### config.mk
export PLATFORM = sky130hd
export DESIGN_NAME = mmd_memory_map_decoder
export DESIGN_NICKNAME = d
export VERILOG_FILES = /design/src/verilog/mmd_stack_pointer.v /design/src/verilog/mmd_memory_map_decoder.v
export VERILOG_INCLUDE_DIRS = /design/src /design/src/shared
export SDC_FILE = /design/constraint.sdc
export NUM_CORES = 1
export LEC_CHECK = 0
export BUFFER_PORTS_ARGS = -buffer_cell sky130_fd_sc_hd__buf_2
export CAP_MARGIN = 5
export CELL_PAD_IN_SITES_DETAIL_PLACEMENT = 1
export CELL_PAD_IN_SITES_GLOBAL_PLACEMENT = 2
export CORE_MARGIN = 2
export CORE_UTILIZATION = 27
export CTS_CLUSTER_DIAMETER = 100
export DETAILED_ROUTE_END_ITERATION = 16
export PLACE_DENSITY_LB_ADDON = 0.05
export RECOVER_POWER = 25
export SKIP_LAST_GASP = 1
export SYNTH_ARGS = -nofsm -noshare
export SYNTH_HDL_FRONTEND = slang
export SYNTH_HIERARCHICAL = 1
export SYNTH_SLANG_ARGS = --single-unit
### constraint.sdc
create_clock -name core_clk_in -period 2.5 [get_ports core_clk_in]
set_clock_uncertainty 0.2 [all_clocks]
set_input_delay 0.25 -clock core_clk_in [delete_from_list [all_inputs] [get_ports core_clk_in]]
set_output_delay 0.25 -clock core_clk_in [all_outputs]
set_load 0.005 [all_outputs]
### src/shared/mmd_regs.vh
// Constants for the memory map decoder: ranges, field positions and reset values.
`ifndef MMD_REGS_VH
`define MMD_REGS_VH
`define MMD_FLASH_END_LARGE 16'hfbff
`define MMD_FLASH_END_HALF 16'h7fff
`define MMD_FLASH_END_16K 16'h3fff
`define MMD_FLASH_END_8K 16'h1fff
`define MMD_IRAM_LOWER_TOP 8'h7f
`define MMD_BANK_AREA_TOP 8'h1f
`define MMD_BIT_AREA_BASE 8'h20
`define MMD_BANK_SEL_LOW_POS 3
`define MMD_BANK_SEL_HIGH_POS 4
`define MMD_STACK_PTR_RESET 8'h07
`define MMD_AUX_END_FULL 16'h0fff
`define MMD_AUX_END_SMALL 16'h01ff
`define MMD_PAGE_MASK 8'h0f
`define MMD_VAR_LARGE 2'h0
`define MMD_VAR_HALF 2'h1
`define MMD_VAR_16K 2'h2
`define MMD_VAR_8K 2'h3
`endif

### src/verilog/mmd_stack_pointer.v
// Stack pointer register with push, pop and direct load.
`timescale 1ns/1ps
`default_nettype none
`include "mmd_regs.vh"
module mmd_stack_pointer (
   // Clock and reset.
   input wire core_clk_in,
   input wire resetn_in,
   // Stack requests.
   input wire push_in,
   input wire pop_in,
   input wire load_in,
   input wire [7:0] load_value_in,
   // Pointer state.
   output reg [7:0] stack_pointer_out,
   output wire [7:0] push_addr_out
);
   // The push target is one above the last used slot; wraps over all 256 bytes.
   assign push_addr_out = stack_pointer_out + 8'h01;
   // Pointer update; load beats push, push beats pop.
   always @(posedge core_clk_in) begin
      if (!resetn_in) begin
         stack_pointer_out <= `MMD_STACK_PTR_RESET;
      end else if (load_in) begin
         stack_pointer_out <= load_value_in;
      end else if (push_in) begin
         stack_pointer_out <= push_addr_out;
      end else if (pop_in) begin
         stack_pointer_out <= stack_pointer_out - 8'h01;
      end
   end
endmodule // mmd_stack_pointer
`default_nettype wire

### src/verilog/mmd_memory_map_decoder.v
// Memory map decoder: steers core accesses to flash, internal RAM, function registers, aux RAM.
// Function
// - Flash is one block from 0x0000 to 0xfbff or 0x7fff.
// - Top flash byte is the lock byte; program addresses above it are reserved.
// - Small variants have 16 kB or 8 kB flash, last byte is lock byte.
// - Code moves read flash; external moves reach aux RAM, writes may target flash.
// - Internal RAM is 256 bytes; lower 128 reachable directly and indirectly.
// - Above 0x7f, direct goes to function registers, indirect to upper RAM.
// - Bytes 0x00-0x1f are four banks of eight, bank chosen by status bits 3,4.
// - Indirect accesses take their address from register zero or one of current bank.
// - Bytes 0x20-0x2f hold 128 bits; bit 8k+n is bit n of byte 0x20+k.
// - Bit or byte access is chosen by operand type, not address.
// - Stack pointer holds last used slot; push writes pointer+1 then increments.
// - Reset sets the stack pointer to 0x07, first push lands at 0x08.
// - Stack may lie anywhere in internal RAM and span all 256 bytes.
// - Aux RAM of 4096 or 512 bytes reached by data pointer or page plus index.
// - Page register gives upper byte for 8-bit moves; low four bits writable.
// - Data pointer is 16 bits and gives the full address for 16-bit moves.
`timescale 1ns/1ps
`default_nettype none
`include "mmd_regs.vh"
module mmd_memory_map_decoder (
   // Clock and reset.
   input wire core_clk_in,
   input wire resetn_in,
   // Variant strap, held steady by the core's logic.
   input wire [1:0] variant_in,
   // Access request from the core.
   input wire req_in,
   input wire [2:0] access_type_in,
   input wire write_in,
   input wire [15:0] addr_in,
   input wire [2:0] reg_num_in,
   input wire index_sel_in,
   input wire [7:0] index_value_in,
   input wire flash_write_enable_in,
   input wire instr_end_in,
   // Stack requests.
   input wire push_in,
   input wire pop_in,
   input wire stack_load_in,
   input wire [7:0] stack_load_value_in,
   // Register writes.
   input wire status_write_in,
   input wire [7:0] status_value_in,
   input wire page_write_in,
   input wire [7:0] page_value_in,
   input wire pointer_write_in,
   input wire [15:0] pointer_value_in,
   // Decoded target.
   output reg sel_flash_out,
   output reg sel_iram_out,
   output reg sel_func_reg_out,
   output reg sel_aux_out,
   output reg sel_reserved_out,
   output reg sel_lock_byte_out,
   output reg flash_write_out,
   output reg bit_access_out,
   output reg [2:0] bit_pos_out,
   output reg [15:0] target_addr_out,
   // Register views.
   output reg [7:0] stack_pointer_out,
   output reg [7:0] program_status_word_out,
   output reg [7:0] aux_ram_page_select_out,
   output reg [15:0] data_pointer_out
);
   // Access types from the core.
   localparam T_CODE = 3'h0;
   localparam T_DIRECT = 3'h1;
   localparam T_INDIRECT = 3'h2;
   localparam T_REG = 3'h3;
   localparam T_BIT = 3'h4;
   localparam T_EXT16 = 3'h5;
   localparam T_EXT8 = 3'h6;
   localparam T_STACK = 3'h7;

   // Highest flash byte for each variant, which is also the lock byte.
   function [15:0] mmd_flash_end;
      input [1:0] v;
      begin
         case (v)
            `MMD_VAR_LARGE: mmd_flash_end = `MMD_FLASH_END_LARGE;
            `MMD_VAR_HALF: mmd_flash_end = `MMD_FLASH_END_HALF;
            `MMD_VAR_16K: mmd_flash_end = `MMD_FLASH_END_16K;
            default: mmd_flash_end = `MMD_FLASH_END_8K;
         endcase
      end
   endfunction

   // Register address inside the active bank.
   function [7:0] mmd_bank_addr;
      input [1:0] bank;
      input [2:0] r;
      begin
         mmd_bank_addr = {3'h0, bank, r};
      end
   endfunction

   wire [7:0] stack_now;
   wire [7:0] stack_push_addr;
   reg [1:0] active_bank;
   reg [1:0] pending_bank;
   reg bank_pending;
   reg [15:0] flash_end;
   reg [15:0] aux_end;
   reg next_flash;
   reg next_iram;
   reg next_func_reg;
   reg next_aux;
   reg next_reserved;
   reg next_lock;
   reg next_fwrite;
   reg next_bit;
   reg [2:0] next_bit_pos;
   reg [15:0] next_addr;
   reg [15:0] ext_addr;

   // Stack pointer keeper.
   mmd_stack_pointer u_stack (
      .core_clk_in(core_clk_in),
      .resetn_in(resetn_in),
      .push_in(push_in),
      .pop_in(pop_in),
      .load_in(stack_load_in),
      .load_value_in(stack_load_value_in),
      .stack_pointer_out(stack_now),
      .push_addr_out(stack_push_addr)
   );

   // Bank bits are held back until the instruction ends, so the writing
   // instruction's own register accesses still use the old bank.
   always @(posedge core_clk_in) begin
      if (!resetn_in) begin
         active_bank <= 2'h0;
         pending_bank <= 2'h0;
         bank_pending <= 1'b0;
      end else begin
         if (status_write_in) begin
            pending_bank <= {status_value_in[`MMD_BANK_SEL_HIGH_POS],
                             status_value_in[`MMD_BANK_SEL_LOW_POS]};
            bank_pending <= 1'b1;
         end else if (instr_end_in && bank_pending) begin
            bank_pending <= 1'b0;
         end
         if (instr_end_in && bank_pending && !status_write_in) begin
            active_bank <= pending_bank;
         end
      end
   end

   // Combinational decode of the current access.
   always @* begin
      flash_end = mmd_flash_end(variant_in);
      aux_end = (variant_in[1]) ? `MMD_AUX_END_SMALL : `MMD_AUX_END_FULL;
      ext_addr = (access_type_in == T_EXT16) ? data_pointer_out :
         {aux_ram_page_select_out, index_value_in};
      next_flash = 1'b0;
      next_iram = 1'b0;
      next_func_reg = 1'b0;
      next_aux = 1'b0;
      next_reserved = 1'b0;
      next_lock = 1'b0;
      next_fwrite = 1'b0;
      next_bit = 1'b0;
      next_bit_pos = 3'h0;
      next_addr = addr_in;
      case (access_type_in)
         T_CODE: begin
            // Code moves and fetches read program flash up to the lock byte; addresses above it are reserved.
            if (addr_in > flash_end) begin
               next_reserved = 1'b1;
            end else begin
               next_flash = 1'b1;
               next_lock = (addr_in == flash_end);
            end
         end
         T_DIRECT: begin
            next_addr = {8'h00, addr_in[7:0]};
            if (addr_in[7:0] > `MMD_IRAM_LOWER_TOP) begin
               next_func_reg = 1'b1;
            end else begin
               next_iram = 1'b1;
            end
         end
         T_INDIRECT: begin
            // Index register value is the address; upper half is the separate RAM.
            next_iram = 1'b1;
            next_addr = {8'h00, index_value_in};
         end
         T_REG: begin
            next_iram = 1'b1;
            next_addr = {8'h00, mmd_bank_addr(active_bank, reg_num_in)};
         end
         T_BIT: begin
            // Chosen by operand type only, never by address.
            next_bit = 1'b1;
            next_bit_pos = addr_in[2:0];
            if (addr_in[7]) begin
               next_func_reg = 1'b1;
               next_addr = {8'h00, addr_in[7:3], 3'h0};
            end else begin
               next_iram = 1'b1;
               next_addr = {8'h00, `MMD_BIT_AREA_BASE + {4'h0, addr_in[6:3]}};
            end
         end
         T_EXT16, T_EXT8: begin
            next_addr = ext_addr;
            if (write_in && flash_write_enable_in) begin
               next_fwrite = 1'b1;
               next_flash = (ext_addr <= flash_end);
               next_reserved = (ext_addr > flash_end);
               next_lock = (ext_addr == flash_end);
            end else if (ext_addr <= aux_end) begin
               next_aux = 1'b1;
            end else begin
               next_reserved = 1'b1;
            end
         end
         T_STACK: begin
            // Push writes above the last used slot; pop reads the slot itself.
            next_iram = 1'b1;
            next_addr = {8'h00, (write_in ? stack_push_addr : stack_now)};
         end
         default: begin
            next_reserved = 1'b1;
         end
      endcase
      if (!req_in) begin
         next_flash = 1'b0;
         next_iram = 1'b0;
         next_func_reg = 1'b0;
         next_aux = 1'b0;
         next_reserved = 1'b0;
         next_lock = 1'b0;
         next_fwrite = 1'b0;
         next_bit = 1'b0;
      end
   end

   // Registered outputs and software-visible registers.
   always @(posedge core_clk_in) begin
      if (!resetn_in) begin
         sel_flash_out <= 1'b0;
         sel_iram_out <= 1'b0;
         sel_func_reg_out <= 1'b0;
         sel_aux_out <= 1'b0;
         sel_reserved_out <= 1'b0;
         sel_lock_byte_out <= 1'b0;
         flash_write_out <= 1'b0;
         bit_access_out <= 1'b0;
         bit_pos_out <= 3'h0;
         target_addr_out <= 16'h0000;
         stack_pointer_out <= `MMD_STACK_PTR_RESET;
         program_status_word_out <= 8'h00;
         aux_ram_page_select_out <= 8'h00;
         data_pointer_out <= 16'h0000;
      end else begin
         sel_flash_out <= next_flash;
         sel_iram_out <= next_iram;
         sel_func_reg_out <= next_func_reg;
         sel_aux_out <= next_aux;
         sel_reserved_out <= next_reserved;
         sel_lock_byte_out <= next_lock;
         flash_write_out <= next_fwrite;
         bit_access_out <= next_bit;
         bit_pos_out <= next_bit_pos;
         target_addr_out <= next_addr;
         stack_pointer_out <= stack_now;
         if (status_write_in) begin
            program_status_word_out <= status_value_in;
         end
         if (page_write_in) begin
            aux_ram_page_select_out <= page_value_in & `MMD_PAGE_MASK;
         end
         if (pointer_write_in) begin
            data_pointer_out <= pointer_value_in;
         end
      end
   end
endmodule // mmd_memory_map_decoder
`default_nettype wire

==> results of run 1 <==
cells in the final DEF, fill, tap and decap left out, types with 4 or more instances in the layout:
| cell type | netlist | routed |
|---|---|---|
| a31oi_1 | 4 | 4 |
| clkbuf_16 | 0 | 9 |
| nor2b_1 | 4 | 4 |
| nand4_1 | 9 | 9 |
| nand2b_1 | 6 | 6 |
| nor3_1 | 6 | 6 |
| a21oi_1 | 23 | 23 |
| o21ai_0 | 11 | 11 |
| buf_4 | 6 | 15 |
| or3_1 | 4 | 4 |
| o22ai_1 | 4 | 4 |
| conb_1 | 1 | 4 |
| nand2_1 | 43 | 43 |
| nor2_1 | 62 | 62 |
| clkbuf_1 | 10 | 20 |
| inv_1 | 11 | 11 |
| nand3_1 | 12 | 12 |
| dfxtp_1 | 74 | 74 |
| a211oi_1 | 5 | 5 |
| o211ai_1 | 4 | 4 |
| dlygate4sd3_1 | 0 | 43 |
| xnor2_1 | 9 | 9 |
| and2_1 | 15 | 13 |
| mux2i_1 | 43 | 43 |
| ha_1 | 13 | 13 |
| buf_2 | 9 | 128 |
cells in the mapped netlist, types with 3 or more instances:
library cell	n	area, um2
and3_1	3	18.8
nand2_1	43	161
a21oi_1	23	115
dfxtp_1	74	1480
buf_4	6	45.0
o22ai_1	4	25.0
nand2b_1	6	37.5
buf_2	9	45.0
a31oi_1	4	25.0
buf_1	5	18.8
nor3_2	3	30.0
nand3_1	12	60.1
a2111oi_0	3	26.3
nor3_1	6	30.0
a211oi_1	5	37.5
nor2_1	62	233
o211ai_1	4	30.0
or3_1	4	25.0
inv_1	11	41.3
a21o_1	3	22.5
mux2i_1	43	430
nand4_1	9	56.3
nor2b_1	4	25.0
and2_1	15	93.8
clkbuf_1	10	37.5
o21ai_0	11	55.1
buf_6	5	56.3
xnor2_1	9	78.8
nand3b_1	3	22.5
ha_1	13	163
routing by layer:
metal	track usage, %	vias up	wire length [um]
li1	-	1956	-
met1	25.1	1872	6330
met2	28.9	107	6420
met3	5.08	13	920
met4	5.40	0	193
met5	0	-	0
registers in the layout (all words and copies together), names as in the netlist, 2 cells and up:
register                   cells
data_pointer_out              16
target_addr_out               16
stack_pointer_out              8
u_stack/stack_pointer_out      8
program_status_word_out        7
aux_ram_page_select_out        4
bit_pos_out                    3
active_bank                    2
cells by family after synthesis:
kind of cell               Yosys count  share of synthesized area (%)
adders and majority gates           13                           4.19
muxes                               43                           11.1
AOI/OAI and AO/OA                   80                           13.9
buffers and inverters               46                           6.29
and+or+nand+nor                    184                           23.8
DFF                                 74                           38.2
other                                1                         0.0967
xor gates and xnor gates            11                           2.48
worst max-delay path by stage:
stage,from,endpoint,slack (ns),depth (start not counted)
after floorplan,access_type_in[0],sel_reserved_out$_SDFF_PN0_,0.21,11
after global placement,access_type_in[2],sel_reserved_out$_SDFF_PN0_,0.18,9
after detailed placement,access_type_in[2],sel_reserved_out$_SDFF_PN0_,0.14,10
after CTS,u_stack/stack_pointer_out[3]$_SDFFE_PN0P_,u_stack/stack_pointer_out[7]$_SDFFE_PN0P_,0.31,4
after global routing,u_stack/stack_pointer_out[2]$_SDFFE_PN1P_,target_addr_out[3]$_SDFF_PN0_,0.18,8
final,u_stack/stack_pointer_out[3]$_SDFFE_PN0P_,u_stack/stack_pointer_out[7]$_SDFFE_PN0P_,0.33,4
power groups by stage:
stage | clock network (mW) | registers, mW | logic [mW]
CTS | 1.55 | 1.29 | 0.571
detailed placement | 0 | 1.32 | 0.516
finish | 1.50 | 1.29 | 0.559
global placement | 0 | 1.32 | 0.511
global route | 1.60 | 1.30 | 0.625
floorplan | 0 | 1.31 | 0.290
area by class of cell:
cell class	instances	area (um2)
Timing Repair Buffer	204	1250
Fill cell	1704	8430
Multi-Input combinational cell	335	2160
Clock buffer	12	246
Clock inverter	4	98.8
Sequential cell	74	1480
Tap cell	180	225
Inverter	11	41.3
what timing repair did:
| action | 4_1_cts | 5_1_grt |
|---|---|---|
| hold buffers | 43 | 0 |
| endpoints found under the hold margin | 43 | 0 |
| setup endpoints to repair | 0 | 0 |
metrics by stage:
step / util [%] / hold WS, ns
2_1_floorplan: - / 0.123
3_3_place_gp: 34.2 / 0.269
3_5_place_dp: 34.2 / 0.279
4_1_cts: 39.8 / 0.00240
5_1_grt: 39.5 / 0.0164
6_report: 39.5 / 0.0206
==> results.env, run 1 <==
WORST_HOLD_STARTPOINT='addr_in[2]'
LAYOUT.NETS=733
HOLD_END='bit_pos_out[2]$_SDFF_PN0_'
GRT-OVFL-TOTAL=0
POST_CTS_RESIZE_COUNT=0
CRITPATHBUFINV=0
GRT_ANTENNA_BEFORE_REPAIR=1
SYNTHESIS.INSTANCES=452
STATIC-LEAKAGE-POWER_nW=2.59
PLACEMENTROWS=43
COMB_POWER_SHARE_PCT=16.7
PEAKVDDDROP_mV=0.277
ASYNC_FLOP_SHARE_PCT=0
TIMING.SETUP.CRITICAL_PATH_CLASS='flop to flop'
RUN_STATUS='finished, final reports clean'
SYNTH_AREA_PER_CELL_UM2=8.58
YOSYSSEQAREASHARE_PCT=38.2
CLK_PIN_SLEW_WORST_PATHS_NS=0.06
SYNTH_WARNINGS=6
FINALSETUPVIOLCOUNT=0
ALL_LAYER_GR_USAGE_PCT=18.6
GP_CONGESTION=0.781
CTS_SINKS=74
POST-PLACE-CELLS=761
POSTSYNTHREGISTERBITS=74
P_SW_mW=0.835
DR.FIRST_ITER.DRC_COUNT=198
WORSTSETUPSTARTPOINTTYPE='flop'
SW_FRAC_OF_TOTAL_PCT=24.9
WORST_R2R_PATH_DEPTH=4
SYNTHESIS.AREA_UM2=3880
CRITICAL_PATH.MAX_FANOUT=4
POWER_FRAC_CLOCK_PCT=44.9
PORTBUFFERS=142
FINAL_CRITICAL_PATH_SETUP_SLACK_NS=0.327
HOLD_PATH_CLASS='input pin to flop'
CTS_BUFFERS=9
SYNTH_FF_TYPE='dfxtp_1'
DRTANTENNAVIOLNETS=0
DPL_WORST_SLACK_NS=0.141
CORE_AREA_UM2=13900
DESIGN_AREA_UM2=5510
CRITICAL_PATH.CELL_CHAIN='or4_4 -> or3_1 -> a2111oi_1 -> o31a_1'
IO-PIN-COUNT=152
DETAIL_ROUTE.FIRST_PASS.ITERATIONS=4
INTERNAL_POWER_mW=2.52
POWER.SEQUENTIAL.FRACTION_PCT=38.5
FLOORPLAN.INITIALDENSITY_PCT=27.8
DETAIL_ROUTE.DRC_VIOLATIONS=0
CTS_TREE='built'
DIE_Y_UM=124
HOLD_PATH_DEPTH=2
DIE_W_UM=124
INSERTION_DELAY_NS=0.34
MAXSLEWHEADROOM_PCT=54.5
WIRE_LENGTH_OF_THE_FIRST_GLOBAL_ROUTING_PASS_MM=21.4
FMAXACHIEVABLE_MHz=460
TIMING.FINAL.MAX_SLEW_VIOLATIONS=0
POST-LAYOUT-TOTAL-POWER_mW=3.35
GRT_PASS1_VIAS=4034
WORSTREG2REGSTART='u_stack/stack_pointer_out[3]$_SDFFE_PN0P_'
VIASPERCELL=4.81
P_PER_AREA_nW_PER_UM2=608
SYN_TO_FINAL_GROWTH_PCT=42.0
POST-ROUTE-MIN-PERIOD_NS=2.17
H-TREE-DEPTH=3
NUMBER_OF_BUFFERS_ON_THE_LONGEST_CLOCK_PATH=2
FINAL_MIN_PERIOD_OVER_CLOCK_PERIOD_PCT=86.9
RSZ_0062_RAISED_AFTER_GLOBAL_ROUTING='false'
SYNTH_ENABLE_FLOP_CELLS=0
WORST_PIN_SLEW_NS=0.665
MAX_CAPACITANCE_VIOLATION_COUNT=0
DIE-AREA_UM2=15300
STDCELL_COUNT=820
CLOCKROOTBUFFER='clkbuf_16'
WL_PER_CELL_UM=16.9
LARGEST_NET_DEGREE_AT_THE_START_OF_GLOBAL_ROUTING=47
CPMAXSTAGEDELAYCELL='or4_4'
HPWL_MM=10.6
PLACE_AREA_UM2=4770
CP_SLOWEST_STAGE_DELAY_NS=0.59
ENDPOINT_KIND='flop'
REG2REG_CAPTURE_POINT='u_stack/stack_pointer_out[7]$_SDFFE_PN0P_'
VIAS=3948
POST_CTS.REPAIR.SETUP_BUFFERS=0
NETLIST-CELL-TYPE-COUNT=62
TOP_FAMILY_BY_DELAY_ON_CRITICAL_PATH='simple AND/OR/NAND/NOR gates'
CRITICAL_PATH_REQUIRED_NS=2.58
FINALWIRELENGTH_MM=13.9
CP_DATA_ARRIVAL_TIME_NS=2.26
TNS_NS=0
LAYOUT-DRIVE-GT1-SHARE_PCT=26.3
DIODES=0
REG2REG_SETUP_SLACK_NS=0.33
TIMING.FINAL.HOLD_VIOLATIONS=0
Power figures use the tool's default switching activity.
==> inputs of run 2 (changes only) <==
Settings changed: REMOVE_ABC_BUFFERS from default to 1.
==> run 2 against run 1 <==
Combinational power fell by 3%. Global-route usage shrank 0.23 points. Clock power decreased by 13%. Largest power group unchanged. Highest routed layer is now met5.
==> results.env, run 2 (synthesized netlist as in run 1, its figures left out) <==
PORTBUFFERS=142  # unchanged
DIE_Y_UM=124  # unchanged
CRITICAL_PATH.MAX_FANOUT=7  # +3
POST-ROUTE-MIN-PERIOD_NS=2.18  # +0.00526 ns
CRITICAL_PATH_REQUIRED_NS=2.53  # -0.05 ns
UTILIZATION_PCT=38.8  # -0.72 points
MAX_CAPACITANCE_VIOLATION_COUNT=0  # unchanged
POST_CTS.REPAIR.SETUP_BUFFERS=0  # unchanged
DIODES=0  # unchanged
DESIGN_AREA_UM2=5410  # -1.8%
TOP_FAMILY_BY_DELAY_ON_CRITICAL_PATH='simple AND/OR/NAND/NOR gates'
LAYOUT-DRIVE-GT1-SHARE_PCT=24.8  # -1.4 points
INSERTION_DELAY_NS=0.34  # about the same
ENDPOINT_KIND='flop'
LARGEST_NET_DEGREE_AT_THE_START_OF_GLOBAL_ROUTING=41  # -13%
GRT_ANTENNA_BEFORE_REPAIR=1  # unchanged
HPWL_MM=10.4  # -1.8%
CRITICAL_PATH.CELL_CHAIN='clkbuf_1 -> or4b_2 -> nor4_1 -> o211ai_1 -> o311ai_0'
TNS_NS=0  # unchanged
CPMAXSTAGEDELAYCELL='or4b_2'
PLACEMENTROWS=43  # unchanged
DETAIL_ROUTE.DRC_VIOLATIONS=0  # unchanged
WL_PER_CELL_UM=16.9  # -0.17%
NUMBER_OF_BUFFERS_ON_THE_LONGEST_CLOCK_PATH=2  # unchanged
CLOCKROOTBUFFER='clkbuf_16'
CTS_TREE='built'
FINAL_COMMON_CELL='buf_2'
SYN_TO_FINAL_GROWTH_PCT=39.5
PLACE_AREA_UM2=4750  # -0.31%
RUN_STATUS='finished, final reports clean'
CLK_PIN_SLEW_WORST_PATHS_NS=0.06  # about the same
DPL_WORST_SLACK_NS=0.101  # -0.0392 ns
TIMING.FINAL.HOLD_VIOLATIONS=0  # unchanged
DIE_W_UM=124  # unchanged
FINAL_CRITICAL_PATH_SETUP_SLACK_NS=0.321  # -0.00526 ns
WORST_PIN_SLEW_NS=0.573  # -0.0917 ns
GP_CONGESTION=0.803  # +2.8%
H-TREE-DEPTH=3  # unchanged
WORSTSETUPSTARTPOINTTYPE='flop'
RSZ_0062_RAISED_AFTER_GLOBAL_ROUTING='false'
BIGGESTREGSBYFLOPS='data_pointer_out: 16 flops, target_addr_out: 16 flops'
TIMING.FINAL.MAX_SLEW_VIOLATIONS=0  # unchanged
LAYOUT.NETS=729  # -0.55%
FLOORPLAN.INITIALDENSITY_PCT=27.8  # unchanged
P_PER_AREA_nW_PER_UM2=579  # -4.8%
CORE_AREA_UM2=13900  # unchanged
CRITPATHBUFINV=1  # +1
DR.FIRST_ITER.DRC_COUNT=108  # -45%
STATIC-LEAKAGE-POWER_nW=2.53  # -2.5%
FINALWIRELENGTH_MM=13.8  # -0.66%
GRT_PASS1_VIAS=4095  # +1.5%
WIRE_LENGTH_OF_THE_FIRST_GLOBAL_ROUTING_PASS_MM=21.2  # -0.74%
MAXSLEWHEADROOM_PCT=61.2  # +6.7 points
CTS_BUFFERS=9  # unchanged
CP_DATA_ARRIVAL_TIME_NS=2.21  # -0.05 ns
CP_SLOWEST_STAGE_DELAY_NS=0.71  # +0.12 ns
DETAIL_ROUTE.FIRST_PASS.ITERATIONS=4  # unchanged
DIE-AREA_UM2=15300  # unchanged
VIASPERCELL=4.77  # -0.99%
VIAS=3890  # -1.5%
MOST-COMMON-LAYOUT-CELLS='buf_2, dfxtp_1, nor2_1'
FINAL_MIN_PERIOD_OVER_CLOCK_PERIOD_PCT=87.1  # +0.21 points
FMAXACHIEVABLE_MHz=459  # -0.24%
PEAKVDDDROP_mV=0.342  # +24%
CTS_SINKS=74  # unchanged
HOLD_PATH_CLASS='input pin to flop'
ALL_LAYER_GR_USAGE_PCT=18.3  # -0.23 points
POST-LAYOUT-TOTAL-POWER_mW=3.13  # -6.5%
DRTANTENNAVIOLNETS=0  # unchanged
FINALSETUPVIOLCOUNT=0  # unchanged
GRT-OVFL-TOTAL=0  # unchanged
IO-PIN-COUNT=152  # unchanged
TIMING.SETUP.CRITICAL_PATH_CLASS='flop to flop'
-- run 2: where the power goes --
part | internal [mW] | total [mW] | switching [mW]
Clock | 0.796 | 1.30 | 0.507
Sequential | 1.24 | 1.29 | 0.0471
Combinational | 0.258 | 0.541 | 0.283
-- run 2: repair_timing --
action | 4_1_cts | 5_1_grt
hold buffers | 41 | 0
gates resized for setup | 0 | 0
endpoints found under the hold margin | 41 | 0
-- run 2: worst register-to-register path, delay by kind of cell (launching register included) --
family / cells / cell delay [ns]
compound gates: 2 / 0.29
buf+inv: 1 / 0.18
flops: 1 / 0.31
simple gates: 2 / 1.09
-- run 2: metrics by stage --
stage | instances | hold WS (ns)
after global placement | 759 | 0.267
after detailed placement | 759 | 0.281
after global routing | 816 | 0.0320
after CTS | 816 | 0.00401
after floorplan | 420 | 0.123
final | 816 | 0.00546
-- run 2: final cells by class --
type                    count  area, um2
well taps                 180        225
clock inverters             5       53.8
repair buffers            200       1200
clock buffers              11        243
inverters                  11       41.3
fillers                  1714       8530
multi-input cells         335       2160
flip-flops and latches     74       1480
-- run 2: path summary, 6_finish.rpt --
kind / startpoint / endpoint / slack, ns / cells past startpoint
hold reg to reg: bank_pending$_SDFFE_PN0P_ / bank_pending$_SDFFE_PN0P_ / 0.29 / 2
setup / recovery: u_stack/stack_pointer_out[0]$_SDFFE_PN1P_ / u_stack/stack_pointer_out[5]$_SDFFE_PN0P_ / 0.32 / 5
setup reg to reg: u_stack/stack_pointer_out[0]$_SDFFE_PN1P_ / u_stack/stack_pointer_out[5]$_SDFFE_PN0P_ / 0.32 / 5
hold / removal: addr_in[15] / target_addr_out[15]$_SDFF_PN0_ / 0.005 / 3
-- run 2: routing by layer --
| layer | wire [um] | vias to the layer above | track usage, % |
|---|---|---|---|
| li1 | - | 1943 | - |
| met1 | 5710 | 1839 | 20.2 |
| met2 | 7250 | 85 | 34.6 |
| met3 | 574 | 21 | 3.89 |
| met4 | 234 | 2 | 5.89 |
| met5 | 13 | - | 0 |
==> inputs of run 3 (changes only) <==
Settings changed: MAX_ROUTING_LAYER from default to met4, RECOVER_POWER 25 to default.
==> run 3 against run 2 <==
Sequential share of layout area is 0.26 points lower. First-iteration DRC count is 12% lower. Critical endpoint is now u_stack/stack_pointer_out[7]$_SDFFE_PN0P_. Cell count is 0.12% higher.
==> results.env, run 3 (synthesized netlist as in run 1, its figures left out) <==
PLACE_AREA_UM2=4750  # unchanged
NUMBER_OF_BUFFERS_ON_THE_LONGEST_CLOCK_PATH=2  # unchanged
PLACEMENTROWS=43  # unchanged
P_PER_AREA_nW_PER_UM2=575  # -0.70%
REG2REG_SETUP_SLACK_NS=0.37  # +0.05 ns
MAXSLEWHEADROOM_PCT=61.4  # +0.13 points
FINALWIRELENGTH_MM=13.7  # -0.31%
WORST_PIN_SLEW_NS=0.571  # -0.00193 ns
GRT_PASS1_VIAS=4097  # +0.049%
INSERTION_DELAY_NS=0.34  # about the same
TNS_NS=0  # unchanged
CORE_AREA_UM2=13900  # unchanged
WORSTSETUPSTARTPOINTTYPE='flop'
FINAL_MIN_PERIOD_OVER_CLOCK_PERIOD_PCT=85.2  # -1.9 points
MOST-COMMON-LAYOUT-CELLS='buf_2, dfxtp_1, nor2_1'
DIE-AREA_UM2=15300  # unchanged
CTS_TREE='built'
POST-ROUTE-MIN-PERIOD_NS=2.13  # -0.0485 ns
CLOCKROOTBUFFER='clkbuf_16'
CTS_BUFFERS=9  # unchanged
LARGEST_NET_DEGREE_AT_THE_START_OF_GLOBAL_ROUTING=41  # unchanged
TIMING.FINAL.HOLD_VIOLATIONS=0  # unchanged
ALL_LAYER_GR_USAGE_PCT=18.9  # +0.53 points
WL_PER_CELL_UM=16.8  # -0.43%
RSZ_0062_RAISED_AFTER_GLOBAL_ROUTING='false'
FINAL_COMMON_CELL='buf_2'
DETAIL_ROUTE.FIRST_PASS.ITERATIONS=4  # unchanged
MAX_CAPACITANCE_VIOLATION_COUNT=0  # unchanged
PEAKVDDDROP_mV=0.340  # -0.67%
LAYOUT.NETS=729  # unchanged
PORTBUFFERS=142  # unchanged
DIE_W_UM=124  # unchanged
CP_SLOWEST_STAGE_DELAY_NS=0.58  # -0.13 ns
CRITICAL_PATH.CELL_CHAIN='or4_4 -> or3_1 -> a2111oi_1 -> o31a_1'
TIMING.SETUP.CRITICAL_PATH_CLASS='flop to flop'
HPWL_MM=10.4  # unchanged
STATIC-LEAKAGE-POWER_nW=2.63  # +4.2%
CPMAXSTAGEDELAYCELL='or4_4'
DRTANTENNAVIOLNETS=0  # unchanged
DIE_Y_UM=124  # unchanged
LAYOUT.FILLER_CELLS=1699  # -0.88%
ENDPOINT_KIND='flop'
GP_CONGESTION=0.814  # +1.4%
CTS_SINKS=74  # unchanged
HOLD_PATH_CLASS='input pin to flop'
VIASPERCELL=4.75  # -0.40%
DETAIL_ROUTE.DRC_VIOLATIONS=0  # unchanged
IO-PIN-COUNT=152  # unchanged
RUN_STATUS='finished, final reports clean'
GRT-OVFL-TOTAL=0  # unchanged
LAYOUT-DRIVE-GT1-SHARE_PCT=29.1  # +4.2 points
DESIGN_AREA_UM2=5460  # +0.95%
H-TREE-DEPTH=3  # unchanged
POST_CTS_RESIZE_COUNT=0  # unchanged
TIMING.FINAL.MAX_SLEW_VIOLATIONS=0  # unchanged
CRITICAL_PATH_REQUIRED_NS=2.59  # +0.06 ns
BIGGESTREGSBYFLOPS='data_pointer_out: 16 flops, target_addr_out: 16 flops'
UTILIZATION_PCT=39.2  # +0.37 points
VIAS=3879  # -0.28%
WIRE_LENGTH_OF_THE_FIRST_GLOBAL_ROUTING_PASS_MM=21.2  # about the same
CRITICAL_PATH.MAX_FANOUT=6  # -1
DR.FIRST_ITER.DRC_COUNT=95  # -12%
FINALSETUPVIOLCOUNT=0  # unchanged
CP_DATA_ARRIVAL_TIME_NS=2.22  # about the same
SYN_TO_FINAL_GROWTH_PCT=40.8
GRT_ANTENNA_BEFORE_REPAIR=1  # unchanged
FMAXACHIEVABLE_MHz=469  # +2.3%
CLK_PIN_SLEW_WORST_PATHS_NS=0.06  # about the same
FLOORPLAN.INITIALDENSITY_PCT=27.8  # unchanged
## run 3: area by class of cell
| cell class | count | area, um2 | share of cell area, % |
|---|---|---|---|
| antenna | 1 | 2.50 | 0.0458 |
| clock buffer | 11 | 243 | 4.45 |
| clock inverter | 5 | 53.8 | 0.985 |
| inverter | 11 | 41.3 | 0.756 |
| multi-input combinational | 335 | 2160 | 39.6 |
| sequential | 74 | 1480 | 27.1 |
| tap | 180 | 225 | 4.12 |
| timing repair buffer | 200 | 1250 | 22.9 |
## run 3: final timing paths
check / start / to / cells past startpoint
max: u_stack/stack_pointer_out[3]$_SDFFE_PN0P_ / u_stack/stack_pointer_out[7]$_SDFFE_PN0P_ / 4
min: addr_in[15] / target_addr_out[15]$_SDFF_PN0_ / 3
max reg2reg: u_stack/stack_pointer_out[3]$_SDFFE_PN0P_ / u_stack/stack_pointer_out[7]$_SDFFE_PN0P_ / 4
min reg2reg: bank_pending$_SDFFE_PN0P_ / bank_pending$_SDFFE_PN0P_ / 2
## run 3: metrics by stage
| stage | hold WS [ns] | setup slack (ns) | instances | total power, mW |
|---|---|---|---|---|
| after floorplan | 0.123 | 0.334 | 420 | 1.54 |
| after global placement | 0.267 | 0.146 | 759 | 1.82 |
| after detailed placement | 0.281 | 0.101 | 759 | 1.83 |
| after CTS | 0.00401 | 0.355 | 816 | 3.19 |
| after global routing | 0.0320 | 0.240 | 817 | 3.31 |
| final | 0.00712 | 0.370 | 817 | 3.14 |
## run 3: critical path: cells and delay by family, from the launching register on
kind               cells  cell delay, ns
and+or+nand+nor        2            0.95
DFF                    1            0.36
AOI/OAI and AO/OA      2            0.57
## run 3: timing repair
action | in CTS | in global routing
setup buffers | 0 | 0
hold endpoints to repair | 41 | 0
hold buffers | 41 | 0
## run 3: layer usage
| metal | part of all wire (%) | global-route usage (%) | routed length (um) |
|---|---|---|---|
| met1 | 42 | 20.6 | 5710 |
| met2 | 53 | 34.4 | 7250 |
| met3 | 4.1 | 3.66 | 565 |
| met4 | 1.5 | 5.89 | 212 |
| met5 | 0 | - | 0 |
## run 3: power breakdown
| group | switching, mW | total [mW] | internal [mW] | leakage, nW |
|---|---|---|---|---|
| clock network | 0.505 | 1.30 | 0.796 | 0.149 |
| logic | 0.283 | 0.552 | 0.269 | 1.87 |
| registers | 0.0468 | 1.29 | 1.24 | 0.608 |
